**src/rtl/sur_pkg.sv**
```systemverilog
package sur_pkg;

  // access target selector
  typedef enum logic [1:0] {
    AREA_SIG  = 2'h0, // factory signature area
    AREA_USER = 2'h1, // user data row
    AREA_FUSE = 2'h2, // configuration fuses
    AREA_NONE = 2'h3  // nothing mapped
  } sur_area_e;

  // start-up loader states
  typedef enum logic {
    ST_LOAD = 1'h0, // copy fuses into targets
    ST_RUN  = 1'h1  // targets frozen until next reset
  } sur_state_e;

  // signature area offsets
  localparam logic [4:0] SIG_ID_FIRST = 5'h00;
  localparam logic [4:0] SIG_ID_LAST = 5'h02;
  localparam logic [4:0] SIG_TEMP_BASE = 5'h04;
  localparam logic [4:0] SIG_TEMP_LAST = 5'h07;
  localparam logic [4:0] SIG_SER_FIRST = 5'h10;
  localparam logic [4:0] SIG_SER_LAST = 5'h1F;

  // user data row size in bytes
  localparam int USER_ROW_BYTES = 32;

  // fuse offsets
  localparam logic [4:0] FUSE_WDT_OFS = 5'h00;
  localparam logic [4:0] FUSE_BOD_OFS = 5'h01;
  localparam logic [4:0] FUSE_OSC_OFS = 5'h02;
  localparam logic [4:0] FUSE_RSV_FIRST = 5'h03;
  localparam logic [4:0] FUSE_RSV_LAST = 5'h04;
  localparam logic [4:0] FUSE_SYSA_OFS = 5'h05;
  localparam logic [4:0] FUSE_SYSB_OFS = 5'h06;
  localparam logic [4:0] FUSE_CODE_OFS = 5'h07;
  localparam logic [4:0] FUSE_BOOT_OFS = 5'h08;
  localparam int FUSE_COUNT = 9;

  // factory values of the fuses
  localparam logic [7:0] FUSE_WDT_DFLT = 8'h00;
  localparam logic [7:0] FUSE_BOD_DFLT = 8'h00;
  localparam logic [7:0] FUSE_OSC_DFLT = 8'h00;
  localparam logic [7:0] FUSE_SYSA_DFLT = 8'hC8;
  localparam logic [7:0] FUSE_SYSB_DFLT = 8'h00;
  localparam logic [7:0] FUSE_CODE_DFLT = 8'h00;
  localparam logic [7:0] FUSE_BOOT_DFLT = 8'h00;

  // value of an erased user row byte
  localparam logic [7:0] USER_ERASED = 8'hFF;

endpackage

```
**src/rtl/sur_access.sv**
```systemverilog
`timescale 1ns/1ns
`default_nettype none

module sur_access #(
  parameter logic [23:0] PART_ID = 24'h03_02_01, // arbitrary value
  parameter logic [15:0] TEMP_GAIN = 16'h1000,
  parameter logic [15:0] TEMP_OFFSET = 16'hFFC0,
  parameter logic [127:0] SERIAL = 128'h0F0E0D0C0B0A09080706050403020100
) (
  // clock and reset
  input wire logic clock,
  input wire logic reset_n,
  // lock state and chip erase from the debug port logic
  input wire logic locked,
  input wire logic chip_erase,
  output logic eeprom_erase,
  // cpu access port
  input wire logic cpu_req,
  input wire logic cpu_we,
  input wire sur_pkg::sur_area_e cpu_area,
  input wire logic [4:0] cpu_addr,
  input wire logic [7:0] cpu_wdata,
  output logic cpu_ready,
  output logic cpu_ack,
  output logic cpu_err,
  output logic [7:0] cpu_rdata,
  // debug port access
  input wire logic dbg_req,
  input wire logic dbg_we,
  input wire sur_pkg::sur_area_e dbg_area,
  input wire logic [4:0] dbg_addr,
  input wire logic [7:0] dbg_wdata,
  output logic dbg_ack,
  output logic dbg_err,
  output logic [7:0] dbg_rdata,
  // fuse targets
  output logic load_done,
  output logic [3:0] wdt_window,
  output logic [3:0] wdt_period,
  output logic [2:0] bod_level,
  output logic bod_sample_slow,
  output logic [1:0] bod_active_mode,
  output logic [1:0] bod_sleep_mode,
  output logic [3:0] clock_select,
  output logic [1:0] integrity_check_scope,
  output logic integrity_check_wide,
  output logic [1:0] reset_pin_function,
  output logic keep_eeprom_on_erase,
  output logic [2:0] startup_delay_field,
  output logic [7:0] app_code_size,
  output logic [7:0] boot_area_size,
  // calibration words for the temperature readout
  output logic [15:0] temp_gain_cal,
  output logic signed [15:0] temp_offset_cal
);

  // nonvolatile user row, erased at manufacture
  logic [7:0] user_mem [0:sur_pkg::USER_ROW_BYTES-1] =
    '{default: sur_pkg::USER_ERASED};
  // nonvolatile fuse bytes, factory values
  logic [7:0] fuse_mem [0:sur_pkg::FUSE_COUNT-1] = '{
    sur_pkg::FUSE_WDT_DFLT, sur_pkg::FUSE_BOD_DFLT,
    sur_pkg::FUSE_OSC_DFLT, 8'h00, 8'h00,
    sur_pkg::FUSE_SYSA_DFLT, sur_pkg::FUSE_SYSB_DFLT,
    sur_pkg::FUSE_CODE_DFLT, sur_pkg::FUSE_BOOT_DFLT};

  sur_pkg::sur_state_e state_reg; // loader state
  logic cpu_take; // cpu request accepted this cycle
  logic cpu_ok_next; // cpu access allowed
  logic dbg_ok_next; // debug access allowed
  logic [7:0] cpu_rd_next; // cpu read data
  logic [7:0] dbg_rd_next; // debug read data
  logic cpu_ack_reg;
  logic cpu_err_reg;
  logic [7:0] cpu_rdata_reg;
  logic dbg_ack_reg;
  logic dbg_err_reg;
  logic [7:0] dbg_rdata_reg;
  logic erase_reg;

  // byte of the signature area, zero where nothing is placed
  function automatic logic [7:0] sig_byte(input logic [4:0] a);
    logic [15:0] w;
    logic [7:0] b;
    w = 16'h0000;
    b = 8'h00;
    if (a <= sur_pkg::SIG_ID_LAST) begin
      b = PART_ID[{a[1:0], 3'b000} +: 8];
    end else if (a >= sur_pkg::SIG_TEMP_BASE &&
                 a <= sur_pkg::SIG_TEMP_LAST) begin
      // word n at base plus two n, low byte first
      w = a[1] ? TEMP_OFFSET : TEMP_GAIN;
      b = w[{a[0], 3'b000} +: 8];
    end else if (a >= sur_pkg::SIG_SER_FIRST) begin
      b = SERIAL[{a[3:0], 3'b000} +: 8];
    end
    return b;
  endfunction

  // byte of the fuse area, zero at reserved offsets
  function automatic logic [7:0] fuse_byte(input logic [4:0] a);
    logic [7:0] b;
    b = 8'h00;
    if (a <= sur_pkg::FUSE_BOOT_OFS &&
        (a < sur_pkg::FUSE_RSV_FIRST || a > sur_pkg::FUSE_RSV_LAST)) begin
      b = fuse_mem[a[3:0]];
    end
    return b;
  endfunction

  // cpu waits while the debug port writes, so writes never collide
  assign cpu_ready = ~(dbg_req & dbg_we);
  assign cpu_take = cpu_req & cpu_ready;

  // cpu permission and read data
  always_comb begin
    cpu_ok_next = 1'b0;
    cpu_rd_next = 8'h00;
    unique case (cpu_area)
      sur_pkg::AREA_SIG: begin
        cpu_ok_next = ~cpu_we;
        cpu_rd_next = cpu_we ? 8'h00 : sig_byte(cpu_addr);
      end
      sur_pkg::AREA_USER: begin
        cpu_ok_next = 1'b1;
        cpu_rd_next = cpu_we ? 8'h00 : user_mem[cpu_addr];
      end
      sur_pkg::AREA_FUSE: begin
        cpu_ok_next = ~cpu_we;
        cpu_rd_next = cpu_we ? 8'h00 : fuse_byte(cpu_addr);
      end
      sur_pkg::AREA_NONE: begin
        cpu_ok_next = 1'b0;
      end
    endcase
  end

  // debug permission and read data, gated by the lock
  always_comb begin
    dbg_ok_next = 1'b0;
    unique case (dbg_area)
      sur_pkg::AREA_SIG: begin
        // identifier stays visible to a locked device
        dbg_ok_next = ~dbg_we &
          (~locked | (dbg_addr <= sur_pkg::SIG_ID_LAST));
      end
      sur_pkg::AREA_USER: begin
        dbg_ok_next = dbg_we | ~locked;
      end
      sur_pkg::AREA_FUSE: begin
        dbg_ok_next = ~locked;
      end
      sur_pkg::AREA_NONE: begin
        dbg_ok_next = 1'b0;
      end
    endcase
    dbg_rd_next = 8'h00;
    if (dbg_ok_next && !dbg_we) begin
      if (dbg_area == sur_pkg::AREA_SIG) begin
        dbg_rd_next = sig_byte(dbg_addr);
      end else if (dbg_area == sur_pkg::AREA_USER) begin
        dbg_rd_next = user_mem[dbg_addr];
      end else begin
        dbg_rd_next = fuse_byte(dbg_addr);
      end
    end
  end

  // cpu answer, one cycle after the request is taken
  always_ff @(posedge clock) begin
    if (!reset_n) begin
      cpu_ack_reg <= 1'b0;
      cpu_err_reg <= 1'b0;
      cpu_rdata_reg <= 8'h00;
    end else begin
      cpu_ack_reg <= cpu_take;
      cpu_err_reg <= cpu_take & ~cpu_ok_next;
      if (cpu_take) begin
        cpu_rdata_reg <= cpu_ok_next ? cpu_rd_next : 8'h00;
      end
    end
  end

  // debug answer, one cycle after the request
  always_ff @(posedge clock) begin
    if (!reset_n) begin
      dbg_ack_reg <= 1'b0;
      dbg_err_reg <= 1'b0;
      dbg_rdata_reg <= 8'h00;
    end else begin
      dbg_ack_reg <= dbg_req;
      dbg_err_reg <= dbg_req & ~dbg_ok_next;
      if (dbg_req) begin
        dbg_rdata_reg <= dbg_rd_next;
      end
    end
  end

  // user row writes; chip erase never touches it
  always_ff @(posedge clock) begin
    if (reset_n && dbg_req && dbg_we &&
        dbg_area == sur_pkg::AREA_USER) begin
      user_mem[dbg_addr] <= dbg_wdata;
    end else if (reset_n && cpu_take && cpu_we &&
                 cpu_area == sur_pkg::AREA_USER) begin
      user_mem[cpu_addr] <= cpu_wdata;
    end
  end

  // fuse programming, unlocked debug port only
  always_ff @(posedge clock) begin
    if (reset_n && dbg_req && dbg_we && dbg_ok_next &&
        dbg_area == sur_pkg::AREA_FUSE &&
        dbg_addr <= sur_pkg::FUSE_BOOT_OFS &&
        (dbg_addr < sur_pkg::FUSE_RSV_FIRST ||
         dbg_addr > sur_pkg::FUSE_RSV_LAST)) begin
      fuse_mem[dbg_addr[3:0]] <= dbg_wdata;
    end
  end

  // loader: one copy after reset release, then frozen
  always_ff @(posedge clock) begin
    if (!reset_n) begin
      state_reg <= sur_pkg::ST_LOAD;
    end else begin
      unique case (state_reg)
        sur_pkg::ST_LOAD: state_reg <= sur_pkg::ST_RUN;
        sur_pkg::ST_RUN: state_reg <= sur_pkg::ST_RUN;
      endcase
    end
  end

  // target registers take fuse fields only in the load state
  always_ff @(posedge clock) begin
    if (!reset_n) begin
      wdt_window <= 4'h0;
      wdt_period <= 4'h0;
      bod_level <= 3'h0;
      bod_sample_slow <= 1'b0;
      bod_active_mode <= 2'h0;
      bod_sleep_mode <= 2'h0;
      clock_select <= 4'h0;
      integrity_check_scope <= 2'h0;
      integrity_check_wide <= 1'b0;
      reset_pin_function <= 2'h0;
      keep_eeprom_on_erase <= 1'b0;
      startup_delay_field <= 3'h0;
      app_code_size <= 8'h00;
      boot_area_size <= 8'h00;
      temp_gain_cal <= 16'h0000;
      temp_offset_cal <= 16'sh0000;
    end else if (state_reg == sur_pkg::ST_LOAD) begin
      wdt_window <= fuse_mem[0][7:4];
      wdt_period <= fuse_mem[0][3:0];
      bod_level <= fuse_mem[1][7:5];
      bod_sample_slow <= fuse_mem[1][4];
      bod_active_mode <= fuse_mem[1][3:2];
      bod_sleep_mode <= fuse_mem[1][1:0];
      clock_select <= fuse_mem[2][3:0];
      integrity_check_scope <= fuse_mem[5][7:6];
      integrity_check_wide <= fuse_mem[5][5];
      reset_pin_function <= fuse_mem[5][3:2];
      keep_eeprom_on_erase <= fuse_mem[5][0];
      startup_delay_field <= fuse_mem[6][2:0];
      app_code_size <= fuse_mem[7];
      boot_area_size <= fuse_mem[8];
      temp_gain_cal <= TEMP_GAIN;
      temp_offset_cal <= $signed(TEMP_OFFSET);
    end
  end

  // eeprom erase request on chip erase
  always_ff @(posedge clock) begin
    if (!reset_n) begin
      erase_reg <= 1'b0;
    end else begin
      erase_reg <= chip_erase & (locked | ~keep_eeprom_on_erase);
    end
  end

  assign cpu_ack = cpu_ack_reg;
  assign cpu_err = cpu_err_reg;
  assign cpu_rdata = cpu_rdata_reg;
  assign dbg_ack = dbg_ack_reg;
  assign dbg_err = dbg_err_reg;
  assign dbg_rdata = dbg_rdata_reg;
  assign eeprom_erase = erase_reg;
  assign load_done = (state_reg == sur_pkg::ST_RUN);
endmodule

`default_nettype wire

```
**config.mk**
```make
export PLATFORM = sky130hd
export DESIGN_NAME = sur_access
export DESIGN_NICKNAME = d
export VERILOG_FILES = /design/src/rtl/sur_pkg.sv /design/src/rtl/sur_access.sv
export SDC_FILE = /design/constraint.sdc
export NUM_CORES = 1
export LEC_CHECK = 0
export BUFFER_PORTS_ARGS = -buffer_cell sky130_fd_sc_hd__buf_2
export CORE_UTILIZATION = 53
export CTS_BUF_LIST = sky130_fd_sc_hd__clkbuf_16
export CTS_CLUSTER_DIAMETER = 40
export CTS_CLUSTER_SIZE = 28
export DETAILED_ROUTE_END_ITERATION = 16
export MAX_ROUTING_LAYER = met4
export PLACE_DENSITY = 0.7
export SYNTH_ARGS = -nofsm -noshare
export SYNTH_HDL_FRONTEND = slang
export SYNTH_SLANG_ARGS = --single-unit
```
**constraint.sdc**
```tcl
create_clock -name clock -period 5.3 [get_ports clock]
set_clock_uncertainty 0.2 [all_clocks]
set_input_delay 1.06 -clock clock [delete_from_list [all_inputs] [get_ports clock]]
set_output_delay 1.06 -clock clock [all_outputs]
set_load 0.02 [all_outputs]
```
==> impl_metrics.json, run 1 <==
{
  "status": "complete, no violations",
  "tightest_slew_ns": 0.945,
  "clk_pin_slew_ns": 0.07,
  "critPathMaxFanout": 23,
  "dp_hpwl_microns": 38300,
  "leakage_nw": 7.52,
  "rsz0062_at_grt": "false",
  "peakVddDrop_mv": 0.328,
  "fin_nets": 1383,
  "synth_top_family_by_area": "multiplexers",
  "cts_tree": "done",
  "synth_fa_ha_area_frac": 0.00464,
  "holdPathStages": 2,
  "grt_overflow": 0,
  "avgRoutedWirePerCell_microns": 30.5,
  "grt_usage": 0.322,
  "async_reset_ff_frac": 0,
  "hold_end": "boot_area_size[5]$_SDFFE_PN0N_",
  "slew_viol_final": 0,
  "dieArea_sq_um": 36400,
  "cts_buffers": 51,
  "finalHoldViolCount": 0,
  "timing.rr.start": "user_mem[2][1]$_DFFE_PP_",
  "slew-limit-headroom": 0.368,
  "hold_start": "boot_area_size[5]$_SDFFE_PN0N_",
  "drc_errors": 0,
  "required_ns": 5.30,
  "drt_iter0_markers": 1608,
  "layout_commonest_cell": "edfxtp_1",
  "initial_core_util": 0.543,
  "r2r-end": "dbg_rdata[1]$_SDFFE_PN0P_",
  "ys_seq_elements": 396,
  "critPathMaxStageDelay_ns": 0.78,
  "syn_inst": 1239,
  "p_sw_w": 0.00194,
  "path_class": "primary input to register",
  "use_met3": 0.0915,
  "fp-row-count": 68,
  "setup_tns_ns": 0,
  "regMostFlops": "user_mem",
  "core_area_sq_um": 34800,
  "clk-insertion-delay-late_ns": 0.62,
  "drive_gt1_frac": 0.275,
  "ant_nets": 0,
  "syn_area_sq_um": 18900,
  "p_sw_frac": 0.260,
  "die-height_microns": 191,
  "io_buffers": 116,
  "mostFrequentLayoutCells": "328 x edfxtp_1, 130 x mux4_2, 124 x nor2_1",
  "clock_path_buffers": 3,
  "layoutNonFillerInstCount": 1838,
  "drt-total-wl_microns": 56100,
  "cp.arrival_ns": 3.58,
  "htree_levels": 2,
  "num-fill-cells": 2551,
  "gp_congestion": 0.997,
  "cts.sinks": 396,
  "dp_cells": 1740,
  "chipWidth_microns": 191,
  "syn_to_final_growth_pct": 12.7,
  "routed_via_density": 6.85,
  "crit_path_start": "cpu_addr[2]",
  "fmax_mhz": 280,
  "drv_cap": 0,
  "timing.final.crit_share": 0.675,
  "vias": 12586,
  "synth_flop_cell": "edfxtp_1",
  "grt_pass1_wl_microns": 81300,
  "syn_avg_cell_area_sq_um": 15.2,
  "synth-compound-area-share": 0.0615,
  "synth_edf_count": 328,
  "r2r_cells": 5,
  "grt_pass1_vias": 12034,
  "synth_warnings": 0,
  "critPathSlowestCell": "nor2_1",
  "critical_path.cell_chain": "buf_2 -> inv_1 -> buf_4 -> nor2_1 -> a21oi_1 -> nor2_1",
  "cts_resized": 0,
  "cpMostUsedCell": "nor2_1",
  "setup_viol": 0,
  "antenna_found_initial": 2,
  "cts_setup_buffers": 0,
  "cp-end-kind": "register",
  "min_period_ns": 3.58,
  "p_per_area_nw_per_um2": 351,
  "cts_root_buf": "clkbuf_16",
  "pwr-share-seq": 0.456,
  "postCtsHoldBufs": 0,
  "reg2reg_slack_ns": 2.98,
  "synthXorXnorAreaFrac": 0,
  "internal-power_w": 0.00553,
  "busiest_layer": "met2",
  "grt_max_degree": 54,
  "ioPinCount": 138,
  "p_clk_frac": 0.460,
  "hold_path_class": "register to register",
  "p_comb_frac": 0.083,
  "startpoint_type": "primary input",
  "synthSimpleGateAreaFrac": 0.0696,
  "synthMuxAreaShare": 0.228,
  "first_pass_iters": 8,
  "largest_reg_flops": 256,
  "yosysSeqAreaShare": 0.593,
  "ys_types": 70,
  "grt_util_met2": 0.475,
  "use_met1": 0.429
}
==> final cells by class <==
cell class                 count  area, sq um  share of cell area
antenna                        2         5.00            0.000235
clock buffer                  52         1300              0.0611
clock inverter                44          415              0.0195
inverter                      15         56.3             0.00265
multi-input combinational    738         6960               0.327
sequential                   396        11200               0.527
tap                          455          569              0.0267
timing repair buffer         136          769              0.0362
==> per-stage QoR <==
stage | instance area, sq um | total power (W) | setup WS (ns) | hold slack (ns) | utilization
floorplan | 19000 | 0.00390 | 2.01 | 0.289 | -
global placement | 19600 | 0.00408 | 1.26 | 0.269 | 0.562
detailed placement | 19600 | 0.00409 | 1.24 | 0.283 | 0.562
CTS | 21300 | 0.00747 | 1.83 | 0.297 | 0.612
global route | 21300 | 0.00763 | 1.64 | 0.315 | 0.612
finish | 21300 | 0.00747 | 1.72 | 0.291 | 0.612
==> critical path, delay by kind of cell <==
family	cells	cell delay, ns
buffers and inverters	3	1.08
AND/OR/NAND/NOR	2	1.15
AO/OA/AOI/OAI	1	0.24
==> power groups by stage <==
stage | clock network [W] | logic (W) | registers (W)
2_1_floorplan | 0 | 0.000404 | 0.00350
3_3_place_gp | 0 | 0.000608 | 0.00347
3_5_place_dp | 0 | 0.000611 | 0.00347
4_1_cts | 0.00345 | 0.000613 | 0.00341
5_1_grt | 0.00357 | 0.000651 | 0.00341
6_report | 0.00344 | 0.000623 | 0.00341
==> per-layer routing <==
metal / up-vias / routed length (microns)
met3: 144 / 6640
met4: 0 / 2030
li1: 5140 / -
met5: - / 0
met1: 6372 / 21600
met2: 930 / 25900
==> cell usage after synthesis, drive strengths merged, types with 5 or more instances <==
library cell	number	area [sq um]
nand4	11	68.8
a22oi	22	165
dfxtp	68	1360
mux4	141	3220
o21ai	28	140
edfxtp	328	9850
mux2	13	146
a31oi	5	31.3
clkbuf	28	133
o2111ai	5	43.8
nand2b	13	81.3
nor2	124	465
a221oi	8	70.1
buf	82	608
mux2i	95	951
nand2	66	248
a21oi	32	160
ha	7	87.6
o211ai	9	67.6
nor3	19	95.1
a211oi	11	82.6
o22ai	18	113
nand3	18	90.1
nor2b	11	68.8
and3	13	82.6
inv	13	48.8
==> worst max path at each step <==
stage | endpoint | slack (ns) | depth (start not counted)
3_5_place_dp | user_mem[30][2]$_DFFE_PP_ | 1.24 | 6
6_report | user_mem[30][7]$_DFFE_PP_ | 1.72 | 6
4_1_cts | user_mem[30][0]$_DFFE_PP_ | 1.83 | 6
2_1_floorplan | user_mem[23][0]$_DFFE_PP_ | 2.01 | 7
3_3_place_gp | user_mem[30][2]$_DFFE_PP_ | 1.26 | 6
5_1_grt | user_mem[30][7]$_DFFE_PP_ | 1.64 | 6
==> logic make-up (layout without fill, tap and decap cells) <==
family	after synthesis	after routing
other cells	1	23
fa+ha+maj	7	7
compound gates	170	170
simple gates	291	291
buf+inv	125	247
mux	249	249
flops	396	396
(Power assumes the default switching activity.)
==> run 2, diff against run 1 <==
--- a/config.mk
+++ b/config.mk
@@ -12,7 +12,7 @@
 export CTS_CLUSTER_SIZE = 28
 export DETAILED_ROUTE_END_ITERATION = 16
 export MAX_ROUTING_LAYER = met4
-export PLACE_DENSITY = 0.7
+export PLACE_DENSITY = 0.72
 export SYNTH_ARGS = -nofsm -noshare
 export SYNTH_HDL_FRONTEND = slang
 export SYNTH_SLANG_ARGS = --single-unit
==> constraint.sdc (replaced) <==
create_clock -name clock -period 3.01 [get_ports clock]
set_clock_uncertainty 0.2 [all_clocks]
set_input_delay 0.602 -clock clock [delete_from_list [all_inputs] [get_ports clock]]
set_output_delay 0.602 -clock clock [all_outputs]
set_load 0.02 [all_outputs]
==> impl_metrics.json, run 2 (synthesis gave the netlist of run 1 again) <==
{
  "grt_usage": 0.335,
  "clk-insertion-delay-late_ns": 0.60,
  "timing.rr.start": "user_mem[18][6]$_DFFE_PP_",
  "chipWidth_microns": 191,
  "required_ns": 3.02,
  "dieArea_sq_um": 36400,
  "cts_resized": 0,
  "timing.final.crit_share": 0.834,
  "setup_tns_ns": 0,
  "drive_gt1_frac": 0.337,
  "p_per_area_nw_per_um2": 595,
  "cts.sinks": 396,
  "min_period_ns": 2.51,
  "ant_nets": 0,
  "clk_pin_slew_ns": 0.06,
  "rsz0062_at_grt": "false",
  "num-fill-cells": 2498,
  "slew_viol_final": 0,
  "clock_path_buffers": 3,
  "fin_util": 0.643,
  "cts_buffers": 50,
  "critPathMaxFanout": 15,
  "r2r-end": "dbg_rdata[6]$_SDFFE_PN0P_",
  "layout_commonest_cell": "edfxtp_1",
  "critPathSlowestCell": "nor2_1",
  "worst_slack_ns": 0.499,
  "drt-total-wl_microns": 57300,
  "path_class": "primary input to register",
  "ioPinCount": 138,
  "postCtsHoldBufs": 0,
  "leakage_nw": 8.24,
  "largest_reg_flops": 256,
  "tightest_slew_ns": 0.864,
  "cpMostUsedCell": "buf_4",
  "drc_errors": 0,
  "critical_path.cell_chain": "buf_2 -> a21boi_0 -> buf_4 -> and4_1 -> buf_12 -> a22oi_1 -> buf_4 -> nor2_1",
  "regMostFlops": "user_mem",
  "cp-end-kind": "register",
  "antenna_cells": 0,
  "fin_nets": 1517,
  "crit_path_end": "user_mem[12][5]$_DFFE_PP_",
  "initial_core_util": 0.543,
  "vias": 12982,
  "drv_cap": 0,
  "cp.arrival_ns": 2.52,
  "htree_levels": 2,
  "finalHoldViolCount": 0,
  "startpoint_type": "primary input",
  "hold_ws_ns": 0.0526,
  "peakVddDrop_mv": 0.542,
  "syn_to_final_growth_pct": 18.5,
  "setup_viol": 0,
  "grt_pass1_vias": 12655,
  "placed_cell_area_sq_um": 20700,
  "mostFrequentLayoutCells": "328 x edfxtp_1, 149 x buf_4, 130 x mux4_2",
  "io_buffers": 116,
  "grt_pass1_wl_microns": 84500,
  "reg2reg_slack_ns": 0.70,
  "crit_path_start": "dbg_we",
  "cts_tree": "done",
  "dpl_worst_slack_ns": -0.0730,
  "fmax_mhz": 398,
  "grt_overflow": 0,
  "drt_iter0_markers": 1682,
  "avgRoutedWirePerCell_microns": 29.1,
  "gp_congestion": 1.06,
  "fp-row-count": 68,
  "antenna_found_initial": 0,
  "cts_setup_buffers": 0,
  "status": "complete, no violations",
  "slew-limit-headroom": 0.422,
  "final_area_sq_um": 22400,
  "hold_path_class": "primary input to register",
  "routed_via_density": 6.60,
  "cts_root_buf": "clkbuf_16",
  "die-height_microns": 191,
  "first_pass_iters": 5,
  "grt_max_degree": 52,
  "core_area_sq_um": 34800,
  "critPathMaxStageDelay_ns": 0.67,
  "r2r_cells": 5,
  "dp_hpwl_microns": 41600
}
==> run 2: cell count changes in the layout (fill, tap and decap cells not counted), moves of 2 or more <==
cell	change
buf_4	+128
buf_12	+7
bufinv_16	+4
inv_6	-4
clkinv_8	-3
clkbuf_16	-2
clkinv_2	-2
clkinvlp_4	-2
diode_2	-2
inv_1	+2
inv_4	+2
inv_8	+2
==> run 2: final cells by class <==
class / count / area, sq um / area share
clock inverter: 43 / 462 / 0.0206
inverter: 15 / 56.3 / 0.00252
timing repair buffer: 271 / 1870 / 0.0836
sequential: 396 / 11200 / 0.501
clock buffer: 50 / 1250 / 0.0559
multi-input combinational: 738 / 6960 / 0.311
tap: 455 / 569 / 0.0254
==> run 2: critical path: cells and delay by family <==
kind / cells / cell delay (ns)
and+or+nand+nor: 2 / 1.00
buffers and inverters: 4 / 0.62
AOI/OAI and AO/OA: 2 / 0.28
==> run 2: report_power, final <==
| group | internal, W | switching, W | total (W) |
|---|---|---|---|
| logic | 0.000463 | 0.000747 | 0.00121 |
| registers | 0.00598 | 0.0000250 | 0.00600 |
| clock network | 0.00357 | 0.00253 | 0.00609 |
| total | 0.0100 | 0.00330 | 0.0133 |
==> run 2: worst min-delay path by stage <==
stage	endpoint	startpoint	cells after the start	slack, ns
2_1_floorplan	bod_sleep_mode[0]$_SDFFE_PN0N_	fuse_mem[1][0]$_DFFE_PP_	2	0.29
3_3_place_gp	boot_area_size[6]$_SDFFE_PN0N_	boot_area_size[6]$_SDFFE_PN0N_	2	0.27
3_5_place_dp	app_code_size[6]$_SDFFE_PN0N_	app_code_size[6]$_SDFFE_PN0N_	2	0.28
4_1_cts	eeprom_erase$_SDFF_PN0_	chip_erase	3	0.03
5_1_grt	eeprom_erase$_SDFF_PN0_	chip_erase	3	0.04
6_report	eeprom_erase$_SDFF_PN0_	chip_erase	3	0.05
==> run 2: routing by layer <==
metal,track usage,share of wire,up-vias
met5,-,0,-
met4,0.107,0.034,0
met3,0.0883,0.12,144
met2,0.508,0.47,953
met1,0.443,0.38,6482
li1,-,-,5403
==> run 2: metrics by stage <==
| stage | power [W] | cells |
|---|---|---|
| CTS | 0.0133 | 1968 |
| detailed placement | 0.00730 | 1875 |
| global route | 0.0136 | 1968 |
| floorplan | 0.00687 | 1259 |
| global placement | 0.00729 | 1875 |
| finish | 0.0133 | 1968 |
==> run 3, diff against run 2 <==
--- a/config.mk
+++ b/config.mk
@@ -5,6 +5,7 @@
 export SDC_FILE = /design/constraint.sdc
 export NUM_CORES = 1
 export LEC_CHECK = 0
+export ABC_AREA = 1
 export BUFFER_PORTS_ARGS = -buffer_cell sky130_fd_sc_hd__buf_2
 export CORE_UTILIZATION = 53
 export CTS_BUF_LIST = sky130_fd_sc_hd__clkbuf_16
@@ -12,7 +13,7 @@
 export CTS_CLUSTER_SIZE = 28
 export DETAILED_ROUTE_END_ITERATION = 16
 export MAX_ROUTING_LAYER = met4
-export PLACE_DENSITY = 0.72
+export PLACE_DENSITY = 0.69
 export SYNTH_ARGS = -nofsm -noshare
 export SYNTH_HDL_FRONTEND = slang
 export SYNTH_SLANG_ARGS = --single-unit
==> constraint.sdc (replaced) <==
create_clock -name clock -period 2.4 [get_ports clock]
set_clock_uncertainty 0.2 [all_clocks]
set_input_delay 0.48 -clock clock [delete_from_list [all_inputs] [get_ports clock]]
set_output_delay 0.48 -clock clock [all_outputs]
set_load 0.02 [all_outputs]
==> impl_metrics.json, run 3 <==
{
  "ys_seq_elements": 396,
  "antenna_found_initial": 0,
  "layout_commonest_cell": "nand2_1",
  "synth_area_leaders": "edfxtp_1 48%, nand2_1 14%, dfxtp_1 6.6%",
  "async_reset_ff_frac": 0,
  "worst_slack_ns": 0.215,
  "io_buffers": 116,
  "drc_errors": 0,
  "first_pass_iters": 5,
  "regArea_sq_um": 11200,
  "slew-limit-headroom": 0.355,
  "cts_buffers": 52,
  "rsz0062_at_grt": "false",
  "required_ns": 2.68,
  "tightest_slew_ns": 0.968,
  "synth_warnings": 0,
  "syn_inst": 2566,
  "regMostFlops": "user_mem",
  "syn_area_sq_um": 20600,
  "netlist.area_leader.share": 0.478,
  "ant_nets": 0,
  "core_area_sq_um": 37900,
  "synth_common_cells": "767 x nand2_1, 328 x edfxtp_1, 320 x inv_1",
  "finalHoldViolCount": 0,
  "cts_root_buf": "clkbuf_16",
  "timing.final.crit_share": 0.910,
  "min_period_ns": 2.18,
  "placed_cell_area_sq_um": 23600,
  "p_per_area_nw_per_um2": 684,
  "critPathMaxFanout": 2,
  "grt_usage": 0.383,
  "drt-total-wl_microns": 72900,
  "drv_cap": 0,
  "fp-row-count": 71,
  "grt_pass1_vias": 17829,
  "cts_tree": "done",
  "leakage_nw": 11.4,
  "startpoint_type": "register",
  "die-height_microns": 199,
  "fin_nets": 2866,
  "cp-end-kind": "register",
  "mostFrequentLayoutCells": "766 x nand2_1, 328 x edfxtp_1, 319 x inv_1",
  "final_area_sq_um": 25400,
  "hold_path_class": "primary input to register",
  "cpMostUsedCell": "nand2_1",
  "num-fill-cells": 3156,
  "gp_congestion": 1.04,
  "critPathMaxStageDelay_ns": 0.49,
  "dieArea_sq_um": 39700,
  "setup_viol": 0,
  "grt_pass1_wl_microns": 108000,
  "synth_edf_count": 328,
  "yosysSeqAreaShare": 0.544,
  "vias": 19141,
  "htree_levels": 2,
  "multiInputGateArea_sq_um": 7650,
  "clock_path_buffers": 3,
  "avgRoutedWirePerCell_microns": 21.6,
  "ioPinCount": 138,
  "largest_reg_flops": 256,
  "syn_to_final_growth_pct": 23.1,
  "initial_core_util": 0.544,
  "cp.arrival_ns": 2.46,
  "clk_pin_slew_ns": 0.06,
  "ys_types": 32,
  "fmax_mhz": 458,
  "antenna_cells": 0,
  "clk-insertion-delay-late_ns": 0.61,
  "cts_resized": 0,
  "peakVddDrop_mv": 0.623,
  "cts.sinks": 396,
  "grt_max_degree": 67,
  "dp_hpwl_microns": 52500,
  "critical_path.cell_chain": "or2_2 -> nand2_1 -> nand2_1 -> inv_1 -> nand2_1 -> nand2_1 -> nand2_1 -> o21ai_0 -> nand2_1 -> nand2_1 -> a21oi_1",
  "synth_top_cell_by_area": "edfxtp_1",
  "drive_gt1_frac": 0.185,
  "yosysMostFrequentCell": "nand2_1",
  "syn_avg_cell_area_sq_um": 8.04,
  "status": "complete, no violations",
  "grt_overflow": 0,
  "routed_via_density": 5.67,
  "slew_viol_final": 0,
  "dpl_worst_slack_ns": -0.303,
  "chipWidth_microns": 199,
  "critPathSlowestCell": "edfxtp_1",
  "drt_iter0_markers": 2212,
  "path_class": "register to register",
  "synth_flop_cell": "edfxtp_1"
}
[run 3: routing by layer]
layer / vias up / part of all wire / track usage
met5: - / 0 / -
met4: 0 / 0.045 / 0.178
met3: 183 / 0.11 / 0.0537
li1: 8817 / - / -
met1: 8923 / 0.40 / 0.519
met2: 1218 / 0.44 / 0.570
[run 3: cell type report]
class,instances,area share
Clock inverter,44,0.0158
Clock buffer,54,0.0532
Multi-Input combinational cell,1686,0.301
Tap cell,511,0.0252
Timing Repair Buffer,351,0.113
Inverter,334,0.0495
Sequential cell,396,0.442
[run 3: logic make-up after synthesis]
logic type               after synthesis  synth area share
AO/OA/AOI/OAI                        495             0.124
adder cells (fa/ha/maj)                7           0.00425
buffers and inverters                504             0.100
flip-flops                           396             0.544
other                                  1          0.000182
AND/OR/NAND/NOR                     1163             0.228
[run 3: worst paths after layout]
kind,from,end,slack (ns),cells after the start
hold reg to reg,keep_eeprom_on_erase$_SDFFE_PN0N_,eeprom_erase$_SDFF_PN0_,0.26,1
hold / removal,dbg_wdata[5],fuse_mem[8][5]$_DFFE_PP_,0.04,1
setup / recovery,user_mem[27][4]$_DFFE_PP_,cpu_rdata[4]$_SDFFE_PN0N_,0.22,11
setup reg to reg,user_mem[27][4]$_DFFE_PP_,cpu_rdata[4]$_SDFFE_PN0N_,0.22,11
[run 3: worst max-delay path: cells and delay by family, from the launching register on]
kind,cells,cell delay [ns]
compound gates,2,0.48
buf+inv,1,0.05
flops,1,0.49
simple gates,8,0.85
[run 3: metrics by stage]
stage	TNS, ns	hold WS [ns]	cells	util	power (W)
5_1_grt	0	0.0345	3376	0.669	0.0178
4_1_cts	0	0.0120	3376	0.669	0.0174
6_report	0	0.0396	3376	0.669	0.0174
2_1_floorplan	-31.02	0.295	2586	-	0.00879
3_3_place_gp	-44.14	0.254	3276	0.622	0.00968
3_5_place_dp	-51.38	0.246	3276	0.622	0.00970
[run 3: what timing repair did]
item                       4_1_cts  5_1_grt
hold buffers                     2        0
hold endpoints to repair         2        0
setup endpoints to repair        0        0
setup buffers                    0        0
[run 3: power by group]
part	total (W)	internal, W	switching, W	leakage (nW)
Combinational	0.00208	0.000656	0.00142	7.07
Clock	0.00775	0.00446	0.00329	0.874
Sequential	0.00754	0.00751	0.0000335	3.50
